`config.mk`:
```
export PLATFORM = sky130hd
export DESIGN_NAME = camera_event_notifier
export DESIGN_NICKNAME = d
export VERILOG_FILES = /design/src/common/event_notifier_pkg.sv /design/src/rtl/camera_event_notifier.sv /design/src/rtl/source_slot.sv
export SDC_FILE = /design/constraint.sdc
export NUM_CORES = 2
export LEC_CHECK = 0
export ABC_AREA = 1
export ABC_CLOCK_PERIOD_IN_PS = 2350
export BUFFER_PORTS_ARGS = -buffer_cell sky130_fd_sc_hd__buf_4
export CAP_MARGIN = 20
export CORE_UTILIZATION = 62
export DETAILED_ROUTE_END_ITERATION = 8
export PLACE_DENSITY = 0.8
export SETUP_SLACK_MARGIN = 0.05
export SLEW_MARGIN = 20
export SYNTH_ARGS = -nofsm -noshare
export SYNTH_HDL_FRONTEND = slang
export SYNTH_SLANG_ARGS = --single-unit
```
`constraint.sdc`:
```
create_clock -name ref_clk -period 2.35 [get_ports ref_clk]
set_input_delay 0.235 -clock ref_clk [delete_from_list [all_inputs] [get_ports ref_clk]]
set_output_delay 0.235 -clock ref_clk [all_outputs]
set_load 0.05 [all_outputs]
```
`src/common/event_notifier_pkg.sv`:
```
// Constants and types shared by the camera event notifier
package event_notifier_pkg;

	// ========================================================================
	// Source codes on the select field
	localparam int          NUM_SOURCES  = 12;
	localparam logic [4:0]  SRC_CAP_BEGIN   = 5'h00;
	localparam logic [4:0]  SRC_CAP_END     = 5'h01;
	localparam logic [4:0]  SRC_FRAME_BEGIN = 5'h02;
	localparam logic [4:0]  SRC_FRAME_END   = 5'h03;
	localparam logic [4:0]  SRC_RED_BEGIN   = 5'h04;
	localparam logic [4:0]  SRC_RED_END     = 5'h05;
	localparam logic [4:0]  SRC_GRN_BEGIN   = 5'h06;
	localparam logic [4:0]  SRC_GRN_END     = 5'h07;
	localparam logic [4:0]  SRC_BLUE_BEGIN  = 5'h08;
	localparam logic [4:0]  SRC_BLUE_END    = 5'h09;
	localparam logic [4:0]  SRC_LINE_BEGIN  = 5'h1c;
	localparam logic [4:0]  SRC_LINE_END    = 5'h1d;

	// ========================================================================
	// Message identifiers, indexed by internal slot 0..11
	localparam logic [15:0] ID_CAP_BEGIN   = 16'h9011;
	localparam logic [15:0] ID_CAP_END     = 16'h9012;
	localparam logic [15:0] ID_FRAME_BEGIN = 16'h9300;
	localparam logic [15:0] ID_FRAME_END   = 16'h9301;
	localparam logic [15:0] ID_RED_BEGIN   = 16'h9302;
	localparam logic [15:0] ID_RED_END     = 16'h9303;
	localparam logic [15:0] ID_GRN_BEGIN   = 16'h9304;
	localparam logic [15:0] ID_GRN_END     = 16'h9305;
	localparam logic [15:0] ID_BLUE_BEGIN  = 16'h9306;
	localparam logic [15:0] ID_BLUE_END    = 16'h9307;
	localparam logic [15:0] ID_LINE_BEGIN  = 16'h9330;
	localparam logic [15:0] ID_LINE_END    = 16'h9331;

	// ========================================================================
	// Widths and reset values
	localparam int          TS_W         = 64;
	localparam int          FRAME_W      = 32;
	localparam logic [63:0] TS_RESET     = 64'h0;
	localparam logic [31:0] FRAME_RESET  = 32'h0;
	localparam logic [11:0] ENABLE_RESET = 12'h000;

	typedef enum logic [1:0] {
		EMIT_IDLE = 2'b00,
		EMIT_SEND = 2'b01
	} emit_state_t;

endpackage

```
`src/rtl/camera_event_notifier.sv`:
```
// Event notifier: watches camera events, emits identified timestamped messages
//
// Functional notes
// - Select codes 0..9 and 28/29 address capture, frame, exposure, line.
// - Each source has an enable, off at reset, written via the selector.
// - An enabled source gives one message for all its occurrences before that message is taken, none if off.
// - Capture begin is tagged 0x9011 and capture end 0x9012.
// - A 64-bit timestamp is latched at the event; zero before any event.
// - The frame sequence number is captured with each event.
// - Frame begin/end are 0x9300/0x9301, line begin/end 0x9330/0x9331.
// - Colour build has red 0x9302/3, green 0x9304/5 and blue 0x9306/7.
// - Mono build has one exposure pair tagged 0x9304 and 0x9305.
`timescale 1ns/1ps
module camera_event_notifier
	import event_notifier_pkg::*;
#(
	parameter bit COLOR_MODEL = 1'b1              // 1 colour, 0 monochrome
)(
	input  wire logic               ref_clk,            // 10 MHz clock
	input  wire logic               reset,              // Sync reset, high
	input  wire logic               clk_en,             // Freezes state
	input  wire logic [4:0]         event_source_select,// Source code
	input  wire logic               notify_write,       // Write strobe
	input  wire logic               notify_enable_in,   // Enable to write
	input  wire logic               capture_begin,      // Event pulse
	input  wire logic               capture_end,        // Event pulse
	input  wire logic               frame_begin,        // Event pulse
	input  wire logic               frame_end_a,        // Event pulse
	input  wire logic [2:0]         exposure_begin,     // Blue,green,red
	input  wire logic [2:0]         exposure_end,       // Blue,green,red
	input  wire logic               line_active_window, // Line valid level
	input  wire logic [TS_W-1:0]    timestamp,          // Time counter
	input  wire logic [FRAME_W-1:0] frame_sequence_number, // Frame count
	input  wire logic               msg_ready,          // Channel accepts
	output logic                    notify_enable,      // Selected enable
	output logic                    select_valid,       // Select is mapped
	output logic                    msg_valid,          // Message on outputs
	output logic [15:0]             event_identifier,   // Message id
	output logic [TS_W-1:0]         msg_timestamp,      // Message time
	output logic [FRAME_W-1:0]      msg_frame           // Message frame
);

	// ========================================================================
	// Source decode
	logic [3:0] sel_slot;
	logic       sel_hit;

	// Red and blue do not exist on the monochrome build
	always_comb begin
		sel_slot = 4'h0;
		sel_hit  = 1'b1;
		case (event_source_select)
			SRC_CAP_BEGIN:   sel_slot = 4'h0;
			SRC_CAP_END:     sel_slot = 4'h1;
			SRC_FRAME_BEGIN: sel_slot = 4'h2;
			SRC_FRAME_END:   sel_slot = 4'h3;
			SRC_RED_BEGIN: begin
				sel_slot = 4'h4;
				sel_hit  = COLOR_MODEL;
			end
			SRC_RED_END: begin
				sel_slot = 4'h5;
				sel_hit  = COLOR_MODEL;
			end
			SRC_GRN_BEGIN:   sel_slot = 4'h6;
			SRC_GRN_END:     sel_slot = 4'h7;
			SRC_BLUE_BEGIN: begin
				sel_slot = 4'h8;
				sel_hit  = COLOR_MODEL;
			end
			SRC_BLUE_END: begin
				sel_slot = 4'h9;
				sel_hit  = COLOR_MODEL;
			end
			SRC_LINE_BEGIN:  sel_slot = 4'ha;
			SRC_LINE_END:    sel_slot = 4'hb;
			default:         sel_hit  = 1'b0;
		endcase
	end

	// ========================================================================
	// Enables
	logic [NUM_SOURCES-1:0] enables;
	logic [NUM_SOURCES-1:0] next_enables;

	always_comb begin
		next_enables = enables;
		if (notify_write && sel_hit) begin
			next_enables[sel_slot] = notify_enable_in;
		end
	end

	always_ff @(posedge ref_clk) begin
		if (reset) begin
			enables <= ENABLE_RESET;
		end else if (clk_en) begin
			enables <= next_enables;
		end
	end

	// ========================================================================
	// Event edge detection on the line window level
	logic line_prev;
	logic next_line_prev;

	assign next_line_prev = line_active_window;

	always_ff @(posedge ref_clk) begin
		if (reset) begin
			line_prev <= 1'b0;
		end else if (clk_en) begin
			line_prev <= next_line_prev;
		end
	end

	logic [NUM_SOURCES-1:0] pulses;
	logic [15:0]            ids [NUM_SOURCES];

	// Mono build reports its single exposure pair on the green slots
	always_comb begin
		pulses[0]  = capture_begin;
		pulses[1]  = capture_end;
		pulses[2]  = frame_begin;
		pulses[3]  = frame_end_a;
		pulses[4]  = COLOR_MODEL & exposure_begin[0];
		pulses[5]  = COLOR_MODEL & exposure_end[0];
		pulses[6]  = exposure_begin[1];
		pulses[7]  = exposure_end[1];
		pulses[8]  = COLOR_MODEL & exposure_begin[2];
		pulses[9]  = COLOR_MODEL & exposure_end[2];
		pulses[10] = line_active_window & ~line_prev;
		pulses[11] = ~line_active_window & line_prev;
		ids[0]  = ID_CAP_BEGIN;
		ids[1]  = ID_CAP_END;
		ids[2]  = ID_FRAME_BEGIN;
		ids[3]  = ID_FRAME_END;
		ids[4]  = ID_RED_BEGIN;
		ids[5]  = ID_RED_END;
		ids[6]  = ID_GRN_BEGIN;
		ids[7]  = ID_GRN_END;
		ids[8]  = ID_BLUE_BEGIN;
		ids[9]  = ID_BLUE_END;
		ids[10] = ID_LINE_BEGIN;
		ids[11] = ID_LINE_END;
	end

	// ========================================================================
	// Per-source slots
	logic [NUM_SOURCES-1:0] pending;
	logic [NUM_SOURCES-1:0] taken;
	logic [TS_W-1:0]        slot_ts    [NUM_SOURCES];
	logic [FRAME_W-1:0]     slot_frame [NUM_SOURCES];

	for (genvar i = 0; i < NUM_SOURCES; i++) begin : g_slot
		source_slot u_slot (
			.ref_clk     (ref_clk),
			.reset       (reset),
			.clk_en      (clk_en),
			.enable      (enables[i]),
			.event_pulse (pulses[i]),
			.timestamp   (timestamp),
			.frame_num   (frame_sequence_number),
			.taken       (taken[i]),
			.pending     (pending[i]),
			.held_ts     (slot_ts[i]),
			.held_frame  (slot_frame[i])
		);
	end

	// ========================================================================
	// Emitter: lowest pending slot first, one message at a time
	emit_state_t            state;
	emit_state_t            next_state;
	logic [3:0]             pick;
	logic                   any_pending;
	logic                   next_msg_valid;
	logic [15:0]            next_event_identifier;
	logic [TS_W-1:0]        next_msg_timestamp;
	logic [FRAME_W-1:0]     next_msg_frame;

	always_comb begin
		pick        = 4'h0;
		any_pending = 1'b0;
		for (int k = NUM_SOURCES - 1; k >= 0; k--) begin
			if (pending[k]) begin
				pick        = 4'(k);
				any_pending = 1'b1;
			end
		end
	end

	// A slot is released only when loaded; a slot re-fired meanwhile is kept
	always_comb begin
		next_state            = state;
		next_msg_valid        = msg_valid;
		next_event_identifier = event_identifier;
		next_msg_timestamp    = msg_timestamp;
		next_msg_frame        = msg_frame;
		taken                 = '0;
		case (state)
			EMIT_IDLE: begin
				if (any_pending) begin
					taken[pick]           = 1'b1;
					next_msg_valid        = 1'b1;
					next_event_identifier = ids[pick];
					next_msg_timestamp    = slot_ts[pick];
					next_msg_frame        = slot_frame[pick];
					next_state            = EMIT_SEND;
				end
			end
			EMIT_SEND: begin
				if (msg_ready) begin
					next_msg_valid = 1'b0;
					next_state     = EMIT_IDLE;
				end
			end
			default: begin
				next_msg_valid = 1'b0;
				next_state     = EMIT_IDLE;
			end
		endcase
	end

	always_ff @(posedge ref_clk) begin
		if (reset) begin
			state            <= EMIT_IDLE;
			msg_valid        <= 1'b0;
			event_identifier <= 16'h0000;
			msg_timestamp    <= TS_RESET;
			msg_frame        <= FRAME_RESET;
			notify_enable    <= 1'b0;
			select_valid     <= 1'b0;
		end else if (clk_en) begin
			state            <= next_state;
			msg_valid        <= next_msg_valid;
			event_identifier <= next_event_identifier;
			msg_timestamp    <= next_msg_timestamp;
			msg_frame        <= next_msg_frame;
			notify_enable    <= sel_hit & next_enables[sel_slot];
			select_valid     <= sel_hit;
		end
	end

endmodule

```
`src/rtl/source_slot.sv`:
```
// One event source slot: pending flag with latched timestamp and frame
`timescale 1ns/1ps
module source_slot
	import event_notifier_pkg::*;
(
	input  wire logic               ref_clk,     // System clock
	input  wire logic               reset,       // Sync reset, high
	input  wire logic               clk_en,      // Freezes state when low
	input  wire logic               enable,      // Notification enabled
	input  wire logic               event_pulse, // Event occurrence
	input  wire logic [TS_W-1:0]    timestamp,   // Free-running time
	input  wire logic [FRAME_W-1:0] frame_num,   // Current frame number
	input  wire logic               taken,       // Slot emitted this cycle
	output logic                    pending,     // Message waiting
	output logic [TS_W-1:0]         held_ts,     // Latched timestamp
	output logic [FRAME_W-1:0]      held_frame   // Latched frame number
);

	logic               next_pending;
	logic [TS_W-1:0]    next_held_ts;
	logic [FRAME_W-1:0] next_held_frame;

	// A fresh event in the same cycle as the take re-arms the slot
	always_comb begin
		next_pending    = pending;
		next_held_ts    = held_ts;
		next_held_frame = held_frame;
		if (taken) begin
			next_pending = 1'b0;
		end
		if (enable && event_pulse) begin
			next_pending    = 1'b1;
			next_held_ts    = timestamp;
			next_held_frame = frame_num;
		end
	end

	always_ff @(posedge ref_clk) begin
		if (reset) begin
			pending    <= 1'b0;
			held_ts    <= TS_RESET;
			held_frame <= FRAME_RESET;
		end else if (clk_en) begin
			pending    <= next_pending;
			held_ts    <= next_held_ts;
			held_frame <= next_held_frame;
		end
	end

endmodule

```
## Word level (Yosys, flattened, before mapping)

Memories as Yosys holds them, arrays and structs flattened. A register that Yosys moved wholly into a read port is not among the register bits.
Index checks and enable logic that the tools add are counted.

| storage, ports and cells | value |
|---|---|
| logic and storage cells | 198 |
| output and inout port bits | 115 |
| memory bits (read-only) | 256 |
| input port bits | 118 |
| memories | 1 |
| register bits after elaboration | 1278 |

Memories:

| name | depth | bits a word | read ports | clocked after Yosys merged registers in | wr ports | RTL line | RTL |
|---|---|---|---|---|---|---|---|
| (name not given) | 16 | 16 | 1 | 1 | 0 | camera_event_notifier.sv:205 | `next_event_identifier = ids[pick];` |

| cells by class | value |
|---|---|
| reductions and logical operators | 56 |
| equality and inequality tests | 14 |
| muxes and demuxes | 72 |
| bitwise logic cells | 6 |
| order comparisons | 5 |

Operators by type and width:

| cell | number |
|---|---|
| $bmux W64 S4 | 1 |
| $bmux W32 S4 | 1 |
| $mux W64 | 2 |
| $mux W32 | 2 |
| $mux W4 | 12 |
| $reduce_and A2 Y1 | 24 |
| $pmux W4 S11 | 1 |
| $mux W1 | 42 |
| $mux W12 | 3 |
| $reduce_bool A2 Y1 | 12 |
| $eq A5 B3 Y1 const B | 4 |
| $logic_and A1 B1 Y1 | 15 |
| $bwmux W12 | 1 |
| $reduce_or A12 Y1 | 1 |
| $eq A5 B2 Y1 const B | 2 |
| $eq A5 B4 Y1 const B | 2 |
| $eq A5 B5 Y1 const B | 2 |
| $lt A4 B5 Y1 const B | 2 |
| $demux W1 S4 | 2 |
| $ge A4 B1 Y1 const B | 2 |
| $reduce_and A3 Y1 | 2 |
| $eq A5 B1 Y1 const B | 1 |
| $ge A5 B5 Y1 const B | 1 |
| $logic_not A5 Y1 | 1 |
| 10 further kinds | 15 |

## Logic depth before layout (Yosys ltp)

| logic depth | value |
|---|---|
| word-level depth | 20 |
| depth in mapped cells | 22 |
| depth with buffers taken out | 19 |

## By module

From an unflattened synthesis, not the netlist that was laid out.

| unflattened totals | value |
|---|---|
| cell total of the unflattened synthesis | 11799 |
| area, all modules | 68116.6 um^2 |

Modules (own cells, without submodules):

| module | sequential area each (um^2) | area an instance (um^2) | cells an instance | times used |
|---|---|---|---|---|
| source_slot | 1941.9 | 3918.8 | 613 | 12 |
| camera_event_notifier | 2382.3 | 21091.5 | 4443 | 1 |

## Least setup slack after synthesis

No wires, ideal clock.

| path | value |
|---|---|
| path kind | reg-to-reg |
| start | register g_slot[10].u_slot.pending |
| end | register g_slot[2].u_slot.pending |
| library setup time | 132 ps |
| cell stages (with the launch flop) | 20 |
| path slack | 292 ps |
| arrival time | 1926 ps |
| period minus slack after synthesis | 2058 ps |
| data required time | 2218 ps |
| path buffers | 3 |
| cells stage by stage | dfxtp_1 -> inv_1 -> nand2_1 -> nand2_1 -> nand2_1 -> nand2_1 -> nand2_1 -> nand2_1 -> nand2_1 -> nand2_1 -> nand2_1 -> nand2_4 -> nand2_4 -> buf_6 -> buf_2 -> clkbuf_1 -> ha_1 -> nand2_1 -> o21ai_0 -> a21oi_1 |

| on the way | value |
|---|---|
| longest elaborated chain between the ends | 19 |
| elaborated cells on any way between the ends | 31 |
| those cells by class | order compare: 2; mux: 26; reduce/logical: 3 |

Ends and longest elaborated chain:

| item | RTL line | RTL |
|---|---|---|
| start: declaration | source_slot.sv:14 | `output logic pending,` |
| start signal: assignment | source_slot.sv:44 | `pending <= next_pending;` |
| $mux W4 (11 in a row) | camera_event_notifier.sv:185 | `if (pending[k]) begin` |
| $lt A4 B5 Y1 (not written as such) or $ge A4 B1 Y1 (tied branches) | camera_event_notifier.sv:203 | `taken[pick] = 1'b1;` |
| $logic_and A1 B1 Y1 (not written as such) | camera_event_notifier.sv:203 |  |
| $mux W1 (not written as such) | camera_event_notifier.sv:203 |  |
| $demux W1 S4 | camera_event_notifier.sv:203 |  |
| $mux W12 (*) | camera_event_notifier.sv:202 | `if (any_pending) begin` |
| $mux W12 (*) | camera_event_notifier.sv:200 | `case (state)` |
| $reduce_bool A2 Y1 (no line) (*) | -- |  |
| $reduce_and A2 Y1 (no line) (*) | -- |  |
| end signal: assignment | source_slot.sv:44 |  |
| end: declaration | source_slot.sv:14 |  |

Mark *: on every way between the ends. The rest lies on a longest branch, timed or not.
A chain may end at the register's enable or synchronous reset.

## Worst setup path after layout

| path | value |
|---|---|
| start | register g_slot[0].u_slot.pending |
| end | register msg_timestamp[59] |

| on the way | value |
|---|---|
| longest elaborated chain between the ends | 5 |
| elaborated cells on any way between the ends | 7 |
| those cells by class | mux: 5; bitwise: 1; reduce/logical: 1 |

Ends and longest elaborated chain:

| item | RTL line | RTL |
|---|---|---|
| start: declaration | source_slot.sv:14 |  |
| start signal: assignment | source_slot.sv:44 |  |
| $mux W4 | camera_event_notifier.sv:185 |  |
| $not A4 Y5 (not written as such) | camera_event_notifier.sv:206 | `next_msg_timestamp = slot_ts[pick];` |
| $bmux W64 S4 | camera_event_notifier.sv:206 |  |
| $mux W64 (not written as such) (2 in a row) | camera_event_notifier.sv:206 |  |
| end signal: assignment | camera_event_notifier.sv:237 | `msg_timestamp <= next_msg_timestamp;` |
| end: declaration | camera_event_notifier.sv:39 | `output logic [TS_W-1:0] msg_timestamp,` |

Parallel ways exist; a longest one is shown, timed or not. The select of a mux whose other input is x is not followed.

==> metrics <==
register area share after synthesis 45.9%; Final Instance Area 65,900 sq um; Reg clk slew, reported paths 60 ps; TritonCTS clock tree built; H-Tree Depth 4; worst setup path end msg_timestamp[59]; critical path type register to register; Avg WL per Cell 18.4 um; Critical R2R Launch g_slot[0].u_slot.pending; R2R depth 12; largest net degree at the start of global routing 142; area delta synth->final 17.8%; cell-internal power 38.6 mW; routability cong. 0.914; layout cells sized above 1 9.41%; Power Total 54.2 mW; post-route DRC violation count 2; status finished with violations; worst r2r dst msg_timestamp[59]; synth top area cells dfxtp_1, o21ai_0, a21oi_1, inv_1, nand2_1; Placed Area 59,000 sq um; mux cell area share after synthesis 0.0179%; post-route ant nets 0; Post-synth EDFFs 0; Avg Synthesized Cell Area 6.99 sq um; post-synthesis compound-gate area fraction 26.6%; r2r setup slk 20 ps; fillers 6,680; initial antenna violation count 17; Hold Vio Cnt, Final 0; fin cells 9,264; HPWL after detailed placement 92.7 mm; CP Capture Type register; Logic pwr share 17.9%; Pins Over Slew Limit 0; Via density 5.83; Boundary Pins 233; Die ar. 91,500 sq um; drt first pass iters 8; Synth Flop Type dfxtp_1; synth warn 0; max-cap violations 0; Starting Density 62.9%; Critical path origin g_slot[0].u_slot.pending; Sequential Power Share 42.6%; setup ws final 17.5 ps; XOR/XNOR share of the synthesized area 0%; I/O Buffers 225; 1st-iter DRT viols 6,450; core box area 88,900 sq um; Row Count 109; post-place setup slack 52.1 ps; die outline width 302 um; RSZ-0062 raised after global routing true; Fin Hold WS 56.5 ps; clock skew after layout 23.8 ps; first-pass GRT wire length 258 mm; Worst-Skew Late Latency 750 ps; failing checks design-rule violations; wirelength, routed 171 mm; Chip Height 302 um; largest family of logic cells by synthesized area compound AO/OA/AOI/OAI gates; PwrDens 823 nW/um^2; vias in the first global route 48,600; Post-Synth Adder-Cell Area 0.0894%; static leakage 26.0 nW; Nets 8,112; maximum VDD drop 893 uV; flop and latch count out of synthesis 1,283; Max-slew headroom 51.5%; Cell variety after synth 31; asr flop ratio synth 0%; CP arrival 2990 ps; placed cells 8,850; Synth top area share 45.9%; via count 54,000; fin crit share 99.3%; minimum clock period after layout 2330 ps; worst slew pin tran 728 ps; gr usage total 34.8%; worst-case clock buffer depth 3; CTS Sinks 1,283; Clock Power Share 39.5%; Fmax 429 MHz; Post-Synth Simple-Gate Area 14.7%; NetSw 15.6 mW; total grt overflow 0; instance count of the mapped netlist 8,010; Syn Std Cell Area 56,000 sq um; Final Setup Violations 0; CTS root buf clkbuf_16; WP data required 3010 ps; worst min path class input port to register; Synth area leader dfxtp_1; Worst setup SP type register; Switching Fraction 28.7%; CTS buffer count 134; worst-path maximum fanout 17
stage by stage:
stage               util (%)  TNS, ps
finish                  74.1        0
global route            74.1    -5820
CTS                     72.6        0
detailed placement      66.4        0
global placement        66.4        0
floorplan                  -        0
layout make-up:
| class | count | area (sq um) | share of cell area [%] |
|---|---|---|---|
| antenna | 10 | 25.0 | 0.0380 |
| clock inverter | 39 | 448 | 0.680 |
| timing repair buffer | 584 | 6630 | 10.1 |
| sequential | 1283 | 25700 | 39.0 |
| inverter | 1094 | 4150 | 6.30 |
| tap | 1165 | 1460 | 2.21 |
| clock buffer | 196 | 3980 | 6.04 |
| multi-input combinational | 4893 | 23500 | 35.7 |
power by group through the flow:
| stage | sequential (mW) | clock [mW] | combinational [mW] |
|---|---|---|---|
| 2_1_floorplan | 24.1 | 0 | 4.88 |
| 3_3_place_gp | 23.5 | 0 | 8.26 |
| 3_5_place_dp | 23.5 | 0 | 8.41 |
| 4_1_cts | 23.1 | 21.5 | 8.64 |
| 5_1_grt | 23.1 | 22.5 | 10.5 |
| 6_report | 23.1 | 21.4 | 9.71 |
layout by cell type (no fill, tap or decap), drive strengths merged, types with 107 or more instances in the layout:
cell | synthesis | layout
inv | 1067 | 1075
dfxtp | 1283 | 1283
o211ai | 225 | 225
o21ai | 1422 | 1422
a21oi | 1210 | 1210
clkbuf | 595 | 220
nand3 | 469 | 469
nor2 | 539 | 539
dlygate4sd3 | 0 | 107
buf | 151 | 453
nand2 | 999 | 999
how the worst min path moves through the flow:
stage                                             from                           end  slack [ps]  cells after the start
after floorplan                     line_active_window                     line_prev         380                      2
after global placement    g_slot[5].u_slot.held_ts[27]  g_slot[5].u_slot.held_ts[27]         430                      2
after detailed placement  g_slot[5].u_slot.held_ts[27]  g_slot[5].u_slot.held_ts[27]         430                      2
after CTS                                       clk_en  g_slot[8].u_slot.held_ts[25]          10                      3
after global routing                            clk_en  g_slot[8].u_slot.held_ts[18]          50                      3
final                                           clk_en  g_slot[8].u_slot.held_ts[25]          60                      3
cell usage after synthesis, types with 2 or more instances:
cell type	instances
nor3_1	3
nor2_1	538
nand2_4	2
ha_1	4
buf_2	100
a21oi_1	1210
o21ai_0	1346
dfxtp_1	1283
nand3_1	469
nand2_1	996
buf_4	15
inv_2	10
nand4_1	7
clkbuf_1	595
o211ai_1	225
o21ai_1	76
buf_6	2
clkinv_1	27
inv_1	1057
buf_1	34
metal layers:
metal | up-vias | part of all wire [%] | wire length (um) | global-route usage, %
li1 | 26000 | - | - | -
met1 | 24800 | 41 | 69600 | 46.5
met2 | 2676 | 46 | 78300 | 56.3
met3 | 470 | 9.7 | 16500 | 5.78
met4 | 16 | 3.6 | 6130 | 13.4
met5 | - | 0.056 | 96 | 0
kinds of logic (layout without fill, tap and decap cells):
family,after synthesis,in the layout
AO/OA/AOI/OAI,2861,2861
adder cells (fa/ha/maj),4,4
buffers and inverters,1840,1913
flip-flops,1283,1283
multiplexers,1,1
other,1,17
AND/OR/NAND/NOR,2020,2020
flip-flops by register name (all words and copies together), names as in the netlist:
| name | count |
|---|---|
| msg_timestamp | 64 |
| event_identifier | 7 |
| select_valid | 1 |
| notify_enable | 1 |
| msg_frame | 32 |
| line_prev | 1 |
| msg_valid | 1 |
| enables | 12 |
| g_slot.u_slot.held_ts | 768 |
| g_slot.u_slot.held_frame | 384 |
| g_slot.u_slot.pending | 12 |
critical path, stage by stage (launching register included):
cell and delay [ps]:
dfxtp_1 340, nor2_1 150, nand2_1 110, nor2_2 310
inv_2 110, nor2_4 220, buf_4 360, nand2_1 130
nor2_1 160, nor2_1 80, nand2_1 70, nand2_1 80
a21oi_1 120
repair_timing:
item                        CTS  global route
gates resized for setup       1           100
pin swaps                     0            28
hold buffers                107             0
setup endpoints to repair     5           111
gates cloned                  0            37
hold endpoints to repair   1161             0
buffers inserted              0            25
Power figures use the tool's default switching activity.
